==> src/common/pwc_map.svh <==
`ifndef PWC_MAP_SVH
`define PWC_MAP_SVH
// Register byte offsets
`define PWC_OFS_IRQ_EN 12'hd60
`define PWC_OFS_STATUS 12'hd64
`define PWC_OFS_CONTROL 12'hd68
`define PWC_OFS_MV_READ 12'hd6c
`define PWC_OFS_MV_WRITE 12'hd70
`define PWC_OFS_SUB_ONE 12'hd74
`define PWC_OFS_SUB_TWO 12'hd78
`define PWC_OFS_WIN_CMD 12'hd7c
// Writable bits of each register
`define PWC_MASK_IRQ_EN 32'h0000_01ff
`define PWC_MASK_STATUS 32'h0700_0000
`define PWC_MASK_CONTROL 32'h0f00_0000
`define PWC_MASK_WIN_CMD 32'he7e7_e7e7
// Reset values
`define PWC_RST_IRQ_EN 32'h0000_0000
`define PWC_RST_STATUS 32'h0000_0000
`define PWC_RST_CONTROL 32'h0800_0000
`define PWC_RST_MV 32'h0000_0000
`define PWC_RST_SUB 32'h0000_0000
`define PWC_RST_WIN_CMD 32'h0000_0000
// Field positions (bit 0 is the least significant)
`define PWC_BIT_IRQ_EN 8
`define PWC_POS_MAX_RETRY 0
`define PWC_BIT_RETRY_ERR 26
`define PWC_BIT_TGT_ABORT 25
`define PWC_BIT_INI_ABORT 24
`define PWC_BIT_EXT_RESET 27
`define PWC_BIT_CFG_MSB 26
`define PWC_BIT_POST_DIS 25
`define PWC_BIT_LAT_DIS 24
`define PWC_POS_W1_MASK 24
`define PWC_POS_W1_VALUE 16
`define PWC_POS_W2_MASK 8
`define PWC_POS_W2_VALUE 0
`define PWC_POS_SUB_START 16
`define PWC_POS_SUB_STOP 0
`define PWC_POS_W1_FIELD 24
`define PWC_POS_W2_FIELD 16
`define PWC_POS_S1_FIELD 8
`define PWC_POS_S2_FIELD 0
// Inside an 8-bit command/control field
`define PWC_FLD_CMD 5
`define PWC_FLD_REMAP 2
`define PWC_FLD_INI_POST 1
`define PWC_FLD_APPLY 0
// Retry limit values that mean no limit
`define PWC_RETRY_NONE_LO 8'h00
`define PWC_RETRY_NONE_HI 8'hff
`define PWC_RESP_OKAY 2'h0
`define PWC_RESP_SLVERR 2'h2
`endif

==> src/common/pwc_pkg.sv <==
package pwc_pkg;
    // Address to translate, with the main-window decode already done
    typedef struct packed {
        logic valid;
        logic [31:0] addr;
        logic win_one_hit;
        logic win_two_hit;
        logic write;
        logic config_access;
    } pwc_xlate_req_type;
    // Translated address and command for the PCI initiator
    typedef struct packed {
        logic valid;
        logic [31:0] addr;
        logic [3:0] cmd;
        logic init_post_disable;
        logic sub_one_hit;
        logic sub_two_hit;
    } pwc_xlate_rsp_type;
    // One-cycle event pulses from the PCI initiator core
    typedef struct packed {
        logic retry;
        logic target_abort;
        logic initiator_abort;
        logic done;
    } pwc_init_evt_type;
endpackage : pwc_pkg

==> src/verilog/pwc_top.sv <==
`timescale 1ns/100ps
`include "pwc_map.svh"
// Function
// - Max retries sets retry flag, W1C
// - Target abort sets its flag, W1C
// - Initiator abort sets its flag, W1C
// - External reset bit resets to one
// - External reset leaves core state alone
// - Config MSB forced on config accesses
// - Otherwise mask/value decides address MSB
// - Posting disable bit drives target posting
// - Latency disable blocks 16/8 retries
// - Mask ones select top address bits
// - Value bits replace masked top bits
// - Window two has own mask/value
// - Mask/value read and write split
// - Overlay only when window enables it
// - Subwindow start compare greater-or-equal
// - Subwindow stop compare less-than
// - Subwindow settings override main window
// - Both subwindows checked on any hit
// - Error interrupt only when enabled
// - Retry limit 0 or FF means unlimited
module pwc_top
(
    input wire logic core_clk_i,
    input wire logic reset_i,
    input wire logic [11:0] s_axi_awaddr_i,
    input wire logic s_axi_awvalid_i,
    output logic s_axi_awready_o,
    input wire logic [31:0] s_axi_wdata_i,
    input wire logic [3:0] s_axi_wstrb_i,
    input wire logic s_axi_wvalid_i,
    output logic s_axi_wready_o,
    output logic [1:0] s_axi_bresp_o,
    output logic s_axi_bvalid_o,
    input wire logic s_axi_bready_i,
    input wire logic [11:0] s_axi_araddr_i,
    input wire logic s_axi_arvalid_i,
    output logic s_axi_arready_o,
    output logic [31:0] s_axi_rdata_o,
    output logic [1:0] s_axi_rresp_o,
    output logic s_axi_rvalid_o,
    input wire logic s_axi_rready_i,
    input wire pwc_pkg::pwc_init_evt_type init_evt_i,
    output logic init_retry_abort_o,
    input wire pwc_pkg::pwc_xlate_req_type xlate_req_i,
    output pwc_pkg::pwc_xlate_rsp_type xlate_rsp_o,
    output logic ext_pci_reset_o,
    output logic posting_disable_o,
    output logic latency_rule_disable_o,
    output logic error_irq_o
);
    import pwc_pkg::*;

    // ==========================================================
    // Register bus slave
    // ==========================================================
    logic aw_full_ff, nxt_aw_full;
    logic w_full_ff, nxt_w_full;
    logic [11:0] aw_addr_ff, nxt_aw_addr;
    logic [31:0] w_data_ff, nxt_w_data;
    logic [3:0] w_strb_ff, nxt_w_strb;
    logic bvalid_ff, nxt_bvalid;
    logic [1:0] bresp_ff, nxt_bresp;
    logic rvalid_ff, nxt_rvalid;
    logic [1:0] rresp_ff, nxt_rresp;
    logic [31:0] rdata_ff, nxt_rdata;
    logic do_write;
    logic wr_hit;
    logic [31:0] byte_mask;
    logic [31:0] rd_value;
    logic rd_hit;

    logic [31:0] irq_en_ff, nxt_irq_en;
    logic [31:0] status_ff, nxt_status;
    logic [31:0] control_ff, nxt_control;
    logic [31:0] mv_ff, nxt_mv;
    logic [31:0] sub_one_ff, nxt_sub_one;
    logic [31:0] sub_two_ff, nxt_sub_two;
    logic [31:0] win_cmd_ff, nxt_win_cmd;

    assign s_axi_awready_o = !aw_full_ff && !bvalid_ff;
    assign s_axi_wready_o = !w_full_ff && !bvalid_ff;
    assign s_axi_arready_o = !rvalid_ff;
    assign s_axi_bvalid_o = bvalid_ff;
    assign s_axi_bresp_o = bresp_ff;
    assign s_axi_rvalid_o = rvalid_ff;
    assign s_axi_rresp_o = rresp_ff;
    assign s_axi_rdata_o = rdata_ff;

    // Address and data are held apart, so either may arrive first
    assign do_write = aw_full_ff && w_full_ff && !bvalid_ff;

    generate
        for (genvar b = 0; b < 4; b++)
        begin : g_lane
            assign byte_mask[b*8 +: 8] = {8{w_strb_ff[b]}};
        end
    endgenerate

    always_comb
    begin
        nxt_aw_full = aw_full_ff;
        nxt_aw_addr = aw_addr_ff;
        nxt_w_full = w_full_ff;
        nxt_w_data = w_data_ff;
        nxt_w_strb = w_strb_ff;
        nxt_bvalid = bvalid_ff;
        nxt_bresp = bresp_ff;
        if (s_axi_awvalid_i && s_axi_awready_o)
        begin
            nxt_aw_full = 1'b1;
            nxt_aw_addr = s_axi_awaddr_i;
        end
        if (s_axi_wvalid_i && s_axi_wready_o)
        begin
            nxt_w_full = 1'b1;
            nxt_w_data = s_axi_wdata_i;
            nxt_w_strb = s_axi_wstrb_i;
        end
        if (do_write)
        begin
            nxt_aw_full = 1'b0;
            nxt_w_full = 1'b0;
            nxt_bvalid = 1'b1;
            nxt_bresp = wr_hit ? `PWC_RESP_OKAY : `PWC_RESP_SLVERR;
        end
        else if (bvalid_ff && s_axi_bready_i)
        begin
            nxt_bvalid = 1'b0;
        end
    end

    // Read decode; write-only and unmapped words read as zero
    always_comb
    begin
        rd_hit = 1'b1;
        rd_value = 32'h0000_0000;
        if (s_axi_araddr_i == `PWC_OFS_IRQ_EN)
            rd_value = irq_en_ff;
        else if (s_axi_araddr_i == `PWC_OFS_STATUS)
            rd_value = status_ff & `PWC_MASK_STATUS;
        else if (s_axi_araddr_i == `PWC_OFS_CONTROL)
            rd_value = control_ff;
        else if (s_axi_araddr_i == `PWC_OFS_MV_READ)
            rd_value = mv_ff;
        else if (s_axi_araddr_i == `PWC_OFS_MV_WRITE)
            rd_value = 32'h0000_0000;
        else if (s_axi_araddr_i == `PWC_OFS_SUB_ONE)
            rd_value = sub_one_ff;
        else if (s_axi_araddr_i == `PWC_OFS_SUB_TWO)
            rd_value = sub_two_ff;
        else if (s_axi_araddr_i == `PWC_OFS_WIN_CMD)
            rd_value = win_cmd_ff;
        else
            rd_hit = 1'b0;
    end

    always_comb
    begin
        nxt_rvalid = rvalid_ff;
        nxt_rdata = rdata_ff;
        nxt_rresp = rresp_ff;
        if (s_axi_arvalid_i && s_axi_arready_o)
        begin
            nxt_rvalid = 1'b1;
            nxt_rdata = rd_value;
            nxt_rresp = rd_hit ? `PWC_RESP_OKAY : `PWC_RESP_SLVERR;
        end
        else if (rvalid_ff && s_axi_rready_i)
        begin
            nxt_rvalid = 1'b0;
        end
    end

    always_ff @(posedge core_clk_i or posedge reset_i)
    begin
        if (reset_i)
        begin
            aw_full_ff <= 1'b0;
            aw_addr_ff <= 12'h000;
            w_full_ff <= 1'b0;
            w_data_ff <= 32'h0000_0000;
            w_strb_ff <= 4'h0;
            bvalid_ff <= 1'b0;
            bresp_ff <= 2'h0;
            rvalid_ff <= 1'b0;
            rdata_ff <= 32'h0000_0000;
            rresp_ff <= 2'h0;
        end
        else
        begin
            aw_full_ff <= nxt_aw_full;
            aw_addr_ff <= nxt_aw_addr;
            w_full_ff <= nxt_w_full;
            w_data_ff <= nxt_w_data;
            w_strb_ff <= nxt_w_strb;
            bvalid_ff <= nxt_bvalid;
            bresp_ff <= nxt_bresp;
            rvalid_ff <= nxt_rvalid;
            rdata_ff <= nxt_rdata;
            rresp_ff <= nxt_rresp;
        end
    end

    // ==========================================================
    // Registers and error flags
    // ==========================================================
    logic [7:0] retry_cnt_ff, nxt_retry_cnt;
    logic retry_abort_ff, nxt_retry_abort;
    logic [7:0] retry_limit;
    logic limit_on;
    logic [31:0] set_bits;
    logic [31:0] wbits;

    assign retry_limit = irq_en_ff[`PWC_POS_MAX_RETRY +: 8];
    // zero or all ones disables the abort
    assign limit_on = (retry_limit != `PWC_RETRY_NONE_LO) &&
                      (retry_limit != `PWC_RETRY_NONE_HI);
    assign wbits = w_data_ff & byte_mask;

    always_comb
    begin
        nxt_retry_cnt = retry_cnt_ff;
        nxt_retry_abort = 1'b0;
        if (init_evt_i.done)
        begin
            nxt_retry_cnt = 8'h00;
        end
        else if (init_evt_i.retry)
        begin
            nxt_retry_cnt = retry_cnt_ff + 8'h01;
            if (limit_on && (retry_cnt_ff + 8'h01 == retry_limit))
            begin
                nxt_retry_abort = 1'b1;
                nxt_retry_cnt = 8'h00;
            end
        end
    end

    always_comb
    begin
        set_bits = 32'h0000_0000;
        set_bits[`PWC_BIT_RETRY_ERR] = nxt_retry_abort;
        set_bits[`PWC_BIT_TGT_ABORT] = init_evt_i.target_abort;
        set_bits[`PWC_BIT_INI_ABORT] = init_evt_i.initiator_abort;
    end

    always_comb
    begin
        nxt_irq_en = irq_en_ff;
        nxt_control = control_ff;
        nxt_mv = mv_ff;
        nxt_sub_one = sub_one_ff;
        nxt_sub_two = sub_two_ff;
        nxt_win_cmd = win_cmd_ff;
        nxt_status = status_ff;
        wr_hit = 1'b1;
        if (aw_addr_ff == `PWC_OFS_IRQ_EN)
            nxt_irq_en = (irq_en_ff & ~(byte_mask & `PWC_MASK_IRQ_EN)) |
                         (wbits & `PWC_MASK_IRQ_EN);
        else if (aw_addr_ff == `PWC_OFS_STATUS)
            nxt_status = status_ff;
        else if (aw_addr_ff == `PWC_OFS_CONTROL)
            nxt_control = (control_ff & ~(byte_mask & `PWC_MASK_CONTROL)) |
                          (wbits & `PWC_MASK_CONTROL);
        else if (aw_addr_ff == `PWC_OFS_MV_READ)
            nxt_mv = mv_ff;
        else if (aw_addr_ff == `PWC_OFS_MV_WRITE)
            nxt_mv = (mv_ff & ~byte_mask) | wbits;
        else if (aw_addr_ff == `PWC_OFS_SUB_ONE)
            nxt_sub_one = (sub_one_ff & ~byte_mask) | wbits;
        else if (aw_addr_ff == `PWC_OFS_SUB_TWO)
            nxt_sub_two = (sub_two_ff & ~byte_mask) | wbits;
        else if (aw_addr_ff == `PWC_OFS_WIN_CMD)
            nxt_win_cmd = (win_cmd_ff & ~(byte_mask & `PWC_MASK_WIN_CMD)) |
                          (wbits & `PWC_MASK_WIN_CMD);
        else
            wr_hit = 1'b0;
        if (!do_write)
        begin
            nxt_irq_en = irq_en_ff;
            nxt_control = control_ff;
            nxt_mv = mv_ff;
            nxt_sub_one = sub_one_ff;
            nxt_sub_two = sub_two_ff;
            nxt_win_cmd = win_cmd_ff;
        end
        if (do_write && aw_addr_ff == `PWC_OFS_STATUS)
            nxt_status = status_ff & ~(wbits & `PWC_MASK_STATUS);
        // A new event wins over a clear in the same cycle
        nxt_status = nxt_status | set_bits;
    end

    always_ff @(posedge core_clk_i or posedge reset_i)
    begin
        if (reset_i)
        begin
            irq_en_ff <= `PWC_RST_IRQ_EN;
            status_ff <= `PWC_RST_STATUS;
            control_ff <= `PWC_RST_CONTROL;
            mv_ff <= `PWC_RST_MV;
            sub_one_ff <= `PWC_RST_SUB;
            sub_two_ff <= `PWC_RST_SUB;
            win_cmd_ff <= `PWC_RST_WIN_CMD;
            retry_cnt_ff <= 8'h00;
            retry_abort_ff <= 1'b0;
        end
        else
        begin
            irq_en_ff <= nxt_irq_en;
            status_ff <= nxt_status;
            control_ff <= nxt_control;
            mv_ff <= nxt_mv;
            sub_one_ff <= nxt_sub_one;
            sub_two_ff <= nxt_sub_two;
            win_cmd_ff <= nxt_win_cmd;
            retry_cnt_ff <= nxt_retry_cnt;
            retry_abort_ff <= nxt_retry_abort;
        end
    end

    assign init_retry_abort_o = retry_abort_ff;
    // pin only; no internal state is reset by it
    assign ext_pci_reset_o = control_ff[`PWC_BIT_EXT_RESET];
    assign posting_disable_o = control_ff[`PWC_BIT_POST_DIS];
    assign latency_rule_disable_o = control_ff[`PWC_BIT_LAT_DIS];
    assign error_irq_o = irq_en_ff[`PWC_BIT_IRQ_EN] &&
                         (|(status_ff & `PWC_MASK_STATUS));

    // ==========================================================
    // Initiator address translation
    // ==========================================================
    pwc_xlate_rsp_type rsp_ff, nxt_rsp;
    logic [15:0] addr_hi;
    logic sub_one_in, sub_two_in;
    logic [7:0] field;
    logic [7:0] ov_mask, ov_value;
    logic [31:0] remapped;
    logic main_hit;

    assign addr_hi = xlate_req_i.addr[31:16];
    assign main_hit = xlate_req_i.win_one_hit || xlate_req_i.win_two_hit;
    assign sub_one_in = (addr_hi >= sub_one_ff[`PWC_POS_SUB_START +: 16]) &&
                        (addr_hi < sub_one_ff[`PWC_POS_SUB_STOP +: 16]);
    assign sub_two_in = (addr_hi >= sub_two_ff[`PWC_POS_SUB_START +: 16]) &&
                        (addr_hi < sub_two_ff[`PWC_POS_SUB_STOP +: 16]);

    always_comb
    begin
        field = 8'h00;
        ov_mask = 8'h00;
        ov_value = 8'h00;
        // Window one wins if the decoder flags both
        if (xlate_req_i.win_one_hit)
        begin
            field = win_cmd_ff[`PWC_POS_W1_FIELD +: 8];
            ov_mask = mv_ff[`PWC_POS_W1_MASK +: 8];
            ov_value = mv_ff[`PWC_POS_W1_VALUE +: 8];
        end
        else if (xlate_req_i.win_two_hit)
        begin
            field = win_cmd_ff[`PWC_POS_W2_FIELD +: 8];
            ov_mask = mv_ff[`PWC_POS_W2_MASK +: 8];
            ov_value = mv_ff[`PWC_POS_W2_VALUE +: 8];
        end
        // both subwindows checked, first one wins
        if (main_hit && sub_one_in)
            field = win_cmd_ff[`PWC_POS_S1_FIELD +: 8];
        else if (main_hit && sub_two_in)
            field = win_cmd_ff[`PWC_POS_S2_FIELD +: 8];
    end

    always_comb
    begin
        nxt_rsp = rsp_ff;
        nxt_rsp.valid = xlate_req_i.valid;
        remapped = xlate_req_i.addr;
        if (field[`PWC_FLD_REMAP])
            remapped = {16'h0000, xlate_req_i.addr[22:12],
                        xlate_req_i.addr[4:0]};
        if (field[`PWC_FLD_APPLY])
            remapped[31:24] = (remapped[31:24] & ~ov_mask) |
                              (ov_value & ov_mask);
        if (control_ff[`PWC_BIT_CFG_MSB] && xlate_req_i.config_access)
            remapped[31] = 1'b1;
        if (xlate_req_i.valid)
        begin
            nxt_rsp.addr = remapped;
            nxt_rsp.cmd = {field[`PWC_FLD_CMD +: 3], xlate_req_i.write};
            nxt_rsp.init_post_disable = field[`PWC_FLD_INI_POST];
            nxt_rsp.sub_one_hit = main_hit && sub_one_in;
            nxt_rsp.sub_two_hit = main_hit && !sub_one_in && sub_two_in;
        end
    end

    always_ff @(posedge core_clk_i or posedge reset_i)
    begin
        if (reset_i)
            rsp_ff <= '0;
        else
            rsp_ff <= nxt_rsp;
    end

    assign xlate_rsp_o = rsp_ff;

endmodule : pwc_top
==> config.mk <==
export PLATFORM = sky130hd
export DESIGN_NAME = pwc_top
export DESIGN_NICKNAME = d
export VERILOG_FILES = /design/src/common/pwc_pkg.sv /design/src/verilog/pwc_top.sv
export VERILOG_INCLUDE_DIRS = /design/src /design/src/common
export SDC_FILE = /design/constraint.sdc
export NUM_CORES = 1
export LEC_CHECK = 0
export BUFFER_PORTS_ARGS = -buffer_cell sky130_fd_sc_hd__buf_2
export CORE_MARGIN = 2
export CORE_UTILIZATION = 30
export DETAILED_ROUTE_END_ITERATION = 12
export GPL_ROUTABILITY_DRIVEN = 0
export SLEW_MARGIN = 0
export SYNTH_ARGS = -nofsm -noshare
export SYNTH_HDL_FRONTEND = slang
export SYNTH_SLANG_ARGS = --single-unit
==> constraint.sdc <==
create_clock -name core_clk_i -period 10.9 [get_ports core_clk_i]
set_clock_uncertainty 0.15 [all_clocks]
set_input_delay 0.545 -clock core_clk_i [delete_from_list [all_inputs] [get_ports core_clk_i]]
set_output_delay 0.545 -clock core_clk_i [all_outputs]
set_load 0.05 [all_outputs]
==> impl_metrics.json, run 1 <==
{
  "yosysWarnings": 0,
  "ys_async_sr_fraction_pct": 100,
  "grt_pass1_vias": 10876,
  "synth_edf_count": 0,
  "power-per-cell-area_nw_per_um2": 178,
  "io_buffer_count": 191,
  "grt_setup_unrepaired": "false",
  "route.vias.total": 10793,
  "violation_count_after_the_first_detailed_routing_iteration": 831,
  "worst_hold_slack_ps": -25.7,
  "post-place-cells": 2037,
  "ys_types": 71,
  "place_worst_setup_slack_ps": 6950,
  "critical_path_peak_fanout": 20,
  "layout_min_cycle_time_ps": 3800,
  "initial_utilization_pct": 30.2,
  "hold_path.class": "in -> async",
  "tritoncts_clock_tree": "done",
  "required_ps": 11180,
  "cts_post_setup_buffers_inserted": 0,
  "grt_pass1_wl_um": 66900,
  "run_status": "finished with violations",
  "maxCapViolations": 0,
  "clkSlewWorstSetupHoldPaths_ps": 50,
  "grt.overflow.total": 0,
  "worst_vdd_drop_mv": 0.173,
  "antenna_found_initial": 0,
  "cellLeakagePower_uw": 0.00768,
  "htree_levels": 2,
  "die-height_um": 220,
  "finalNonFillerCells": 2101,
  "relSlewSlack_pct": 24.5,
  "drive_above_1_share_pct": 31.1,
  "clock_sink_count": 271,
  "drt-pass1-iter-count": 7,
  "wire_length_per_cell_after_detailed_routing_um": 21.3,
  "worst_skew_pair_latency_ps": 550,
  "setup.worst_path.start_class": "flip-flop",
  "clock.fmax_ghz": 0.263,
  "drtAntennaViolNets": 0,
  "area.growth.synth_to_final_pct": 20.3,
  "worstSetupEndpointType": "flip-flop",
  "slew_violations": 0,
  "clock_path_buffers": 3,
  "setup_violations": 0,
  "grt_max_degree": 161,
  "die_area_um2": 48300,
  "die_x_um": 220,
  "finalHoldViolations": 5,
  "ioPinCount": 194,
  "dpl.hpwl_um": 32600,
  "drc": 0,
  "floorplan.core_area_um2": 46300,
  "final.setup.tns_ps": 0,
  "synth-seq-area-share_pct": 48.6,
  "worstMarginPinSlew_ps": 1120,
  "via_per_inst": 5.14,
  "finish.utilization_pct": 36.3,
  "wirelength_um": 44700,
  "cts-root-buf": "clkbuf_16",
  "worst-endpoint-arrival_ps": 4090,
  "synthesis.area_per_instance_um2": 10.8,
  "synthFlopType": "dfrtp_1",
  "period_share_pct": 34.9,
  "nNetsFinal": 1640,
  "fill_cell_count": 4616,
  "gate_count_of_the_mapped_netlist": 1289,
  "final.setup.worst_slack_ps": 7100,
  "critical_path_class": "reg -> reg",
  "synth.ff_latch_count": 271,
  "cts_buffers": 34,
  "power_uw": 2990,
  "globalRouteTotalUtil_pct": 18.5,
  "mappedNetlistArea_um2": 14000,
  "violations_in_the_final_reports": "negative hold slack",
  "fp-row-count": 79
}
[per-stage QoR]
step | area [um^2] | hold slack, ps
floorplan | 14000 | 322
global placement | 15500 | 310
detailed placement | 15500 | 313
CTS | 16800 | 14.9
global route | 16800 | 38.0
finish | 16800 | -25.7
[worst paths after layout]
| path | end | slack, ps | start | cells after the start |
|---|---|---|---|---|
| max | xlate_rsp_o[36] | 7100 | flip-flop | 11 |
| min | w_data_ff[14] | -30 | reset_i | 2 |
| max reg2reg | xlate_rsp_o[36] | 7100 | flip-flop | 11 |
| min reg2reg | s_axi_rdata_o[5] | 320 | s_axi_rdata_o[5] | 2 |
| max in group asynchronous | xlate_rsp_o[7] | 9200 | reset_i | 3 |
| min in group core_clk_i | retry_cnt_ff[6] | 40 | init_evt_i[0] | 2 |
[critical path, stage by stage, from the launching register on]
cell	delay, ps
dfrtp_1	380
inv_1	80
ha_1	300
nand4_1	330
or3_1	470
o32a_1	450
a21oi_2	230
or3_1	140
buf_4	290
o211ai_1	250
and2_1	340
a41o_1	280
[where the power goes]
part | internal, uW | total (uW) | switching [uW]
Clock | 781 | 1250 | 465
Sequential | 1130 | 1290 | 163
Combinational | 185 | 458 | 273
[area by class of cell]
class                   count  area [um^2]  area share [%]
multi-input cells         874         6630            39.5
repair buffers            203         1070            6.34
clock inverters            13          245            1.46
clock buffers              47          991            5.90
diodes                      1         2.50          0.0149
flip-flops and latches    271         6780            40.4
inverters                  85          327            1.94
well taps                 607          759            4.52
[metal layers]
layer / GRT usage [%] / wire length, um / up-vias
met5: 0 / 0 / -
met4: 6.11 / 1210 / 0
met3: 3.81 / 2700 / 69
met2: 30.1 / 21000 / 314
met1: 24.6 / 19800 / 5426
li1: - / - / 4984
[synth_stat cells (10+ instances only)]
| cell type | count | area (um^2) |
|---|---|---|
| a221oi_1 | 10 | 87.6 |
| mux2_2 | 195 | 2200 |
| nand2_1 | 146 | 548 |
| mux2i_1 | 31 | 310 |
| nand3_1 | 11 | 55.1 |
| inv_1 | 85 | 319 |
| dfrtp_1 | 270 | 6760 |
| a21o_1 | 13 | 97.6 |
| clkbuf_1 | 49 | 184 |
| a22oi_1 | 21 | 158 |
| nand2b_1 | 10 | 62.6 |
| nor2_1 | 63 | 236 |
| a21oi_1 | 75 | 375 |
| ha_1 | 63 | 788 |
| o22ai_1 | 22 | 138 |
| o21ai_0 | 54 | 270 |
| mux2_1 | 13 | 146 |
[cells in the final DEF, fill, tap and decap left out, types with 11 or more instances in the layout]
cell and n:
nand3_1 11, a21o_1 13, mux2_1 13, inv_1 84, a21oi_1 75, buf_2 191
mux2_2 195, nand2_1 145, dfrtp_1 270, o22ai_1 22, mux2i_1 31, nor2_1 63
o21ai_0 54, a22oi_1 21, ha_1 63, clkbuf_16 35
[logic make-up (layout without fill, tap and decap cells)]
kind of cell | Yosys count | after routing | share of synthesized area (%)
other | 1 | 3 | 0.0268
buffers and inverters | 145 | 348 | 4.08
xor gates and xnor gates | 9 | 9 | 0.663
and+or+nand+nor | 298 | 298 | 9.77
adders and majority gates | 63 | 63 | 5.64
DFF | 271 | 271 | 48.6
muxes | 239 | 239 | 19.0
AOI/OAI and AO/OA | 263 | 263 | 12.3
[timing repair]
item,CTS,global route
resized for setup,0,0
hold buffers,3,0
hold endpoints to repair,3,0
(Power assumes the default switching activity.)
==> run 2, diff against run 1 <==
==> constraint.sdc (replaced) <==
create_clock -name core_clk_i -period 3.5 [get_ports core_clk_i]
set_clock_uncertainty 0.15 [all_clocks]
set_input_delay 0.175 -clock core_clk_i [delete_from_list [all_inputs] [get_ports core_clk_i]]
set_output_delay 0.175 -clock core_clk_i [all_outputs]
set_load 0.05 [all_outputs]
==> run 2 against run 1 <==
  * The flow now finishes without violations
  * Register-to-register slack got worse by 6900 ps
  * Clock power grew to 3.0 times the previous value
  * First-iteration DRC count rose by 10%
  * Fmax is 14% higher
  * Die area unchanged
  * Largest power group unchanged
==> impl_metrics.json, run 2 (synthesized netlist as in run 1, its figures left out) <==
{
  "clock_sink_count": 271,
  "clock_path_buffers": 3,
  "worstMarginPinSlew_ps": 1030,
  "cts_buffers": 35,
  "met3RoutedLength_um": 2790,
  "worst_vdd_drop_mv": 0.525,
  "critical_path_class": "reg -> reg",
  "route.vias.total": 11278,
  "placed_area_um2": 15800,
  "grt_pass1_wl_um": 69000,
  "final_cell_mix": "270 x dfrtp_1, 195 x mux2_2, 191 x buf_2, 145 x nand2_1, 97 x dlygate4sd3_1",
  "antenna_cells_inserted": 0,
  "run_status": "complete, no violations",
  "p_switching_uw": 2820,
  "initial_utilization_pct": 30.2,
  "drtAntennaViolNets": 0,
  "grt_max_degree": 87,
  "die_area_um2": 48300,
  "critical_path.reg2reg.endpoint": "xlate_rsp_o[4]",
  "area.growth.synth_to_final_pct": 28.6,
  "clock.fmax_ghz": 0.300,
  "via_per_inst": 5.07,
  "wirelength_um": 45600,
  "period_share_pct": 95.2,
  "power-per-cell-area_nw_per_um2": 518,
  "io_buffer_count": 191,
  "hold_critical_path_depth": 3,
  "die-height_um": 220,
  "worst-endpoint-arrival_ps": 3590,
  "drive_above_1_share_pct": 30.8,
  "final_common_cell": "dfrtp_1",
  "wire_length_per_cell_after_detailed_routing_um": 20.5,
  "finish.instance_area_um2": 18000,
  "violation_count_after_the_first_detailed_routing_iteration": 914,
  "htree_levels": 2,
  "top_layer": "met4",
  "globalRouteTotalUtil_pct": 18.9,
  "setup_violations": 0,
  "rrSetupSlack_ps": 170,
  "dpl.hpwl_um": 33800,
  "met2WireLength_um": 22000,
  "critical_path_peak_fanout": 17,
  "finalHoldViolations": 0,
  "cellLeakagePower_uw": 0.00823,
  "required_ps": 3760,
  "grt.overflow.total": 0,
  "timing.reg2reg.worst_path_depth": 10,
  "intPower_uw": 6490,
  "finish.utilization_pct": 38.8,
  "floorplan.core_area_um2": 46300,
  "power.share.combinational_pct": 16.5,
  "grt_setup_unrepaired": "false",
  "die_x_um": 220,
  "layout_min_cycle_time_ps": 3330,
  "worst_skew_pair_latency_ps": 550,
  "met1Wirelength_um": 19300,
  "hp-start": "s_axi_araddr_i[11]",
  "seqPwrFrac_pct": 43.4,
  "grt_pass1_vias": 11525,
  "drc": 0,
  "maxCapViolations": 0,
  "worstSetupEndpointType": "flip-flop",
  "cts_post_setup_buffers_inserted": 0,
  "relSlewSlack_pct": 31.3,
  "setup.worst_path.start_class": "flip-flop",
  "cts-root-buf": "clkbuf_16",
  "clkSlewWorstSetupHoldPaths_ps": 60,
  "swShare_pct": 30.3,
  "hold_path.class": "in -> reg",
  "tritoncts_clock_tree": "done",
  "slew_violations": 0,
  "hold_worst_path_end": "s_axi_rresp_o[1]",
  "fp-row-count": 79,
  "drt-pass1-iter-count": 6,
  "antenna_found_initial": 0,
  "ioPinCount": 194,
  "share_clk_of_total_power_pct": 40.1,
  "nNetsFinal": 1763
}
run 2: layout make-up:
type / instances / area, um^2
fillers: 4577 / 28300
clock inverters: 17 / 199
inverters: 85 / 323
flip-flops and latches: 271 / 6780
well taps: 607 / 759
multi-input cells: 874 / 6640
clock buffers: 47 / 1000
repair buffers: 325 / 2270
run 2: metal layers:
metal	vias to the layer above	GRT usage (%)
li1	5227	-
met1	5616	23.8
met2	346	31.9
met3	89	4.27
met4	0	6.69
met5	-	0
run 2: stage by stage:
stage          setup slack (ps)  hold WS (ps)  std cells  setup TNS [ps]  total power (uW)
2_1_floorplan              -406          56.4       1290         -109520              4920
3_3_place_gp                203           160       2065               0              5530
3_5_place_dp                148           163       2065               0              5570
4_1_cts                     126          26.3       2226               0              9440
5_1_grt                    41.2          39.1       2226               0              9730
6_report                    167          30.6       2226               0              9310
run 2: power groups by stage:
stage	Combinational, uW	Sequential [uW]	Clock [uW]
6_report	1530	4040	3740
5_1_grt	1660	4110	3960
4_1_cts	1550	4050	3840
3_5_place_dp	1460	4110	0
3_3_place_gp	1430	4090	0
2_1_floorplan	865	4050	0
run 2: repair_timing:
| action | in CTS | in global routing |
|---|---|---|
| hold buffers | 97 | 0 |
| setup endpoints to repair | 0 | 26 |
| gates resized for setup | 0 | 2 |
| hold endpoints to repair | 121 | 0 |
run 2: worst max-delay path by stage:
| stage | startpoint | end | slack (ps) |
|---|---|---|---|
| after floorplan | reset_i | asynchronous set/reset pin | -410 |
| after global placement | flip-flop | xlate_rsp_o[16] | 200 |
| after detailed placement | flip-flop | xlate_rsp_o[16] | 150 |
| after CTS | flip-flop | xlate_rsp_o[22] | 130 |
| after global routing | flip-flop | xlate_rsp_o[6] | 40 |
| final | flip-flop | xlate_rsp_o[4] | 170 |
run 2: worst max-delay path, cell delays in order, from the launching register on:
cell and delay [ps]:
dfrtp_1 440, inv_1 70, ha_1 280, nand4_1 200, or3_1 430, o32a_1 390
a21oi_2 180, or3_1 220, buf_4 300, mux2i_1 400, a21oi_1 120
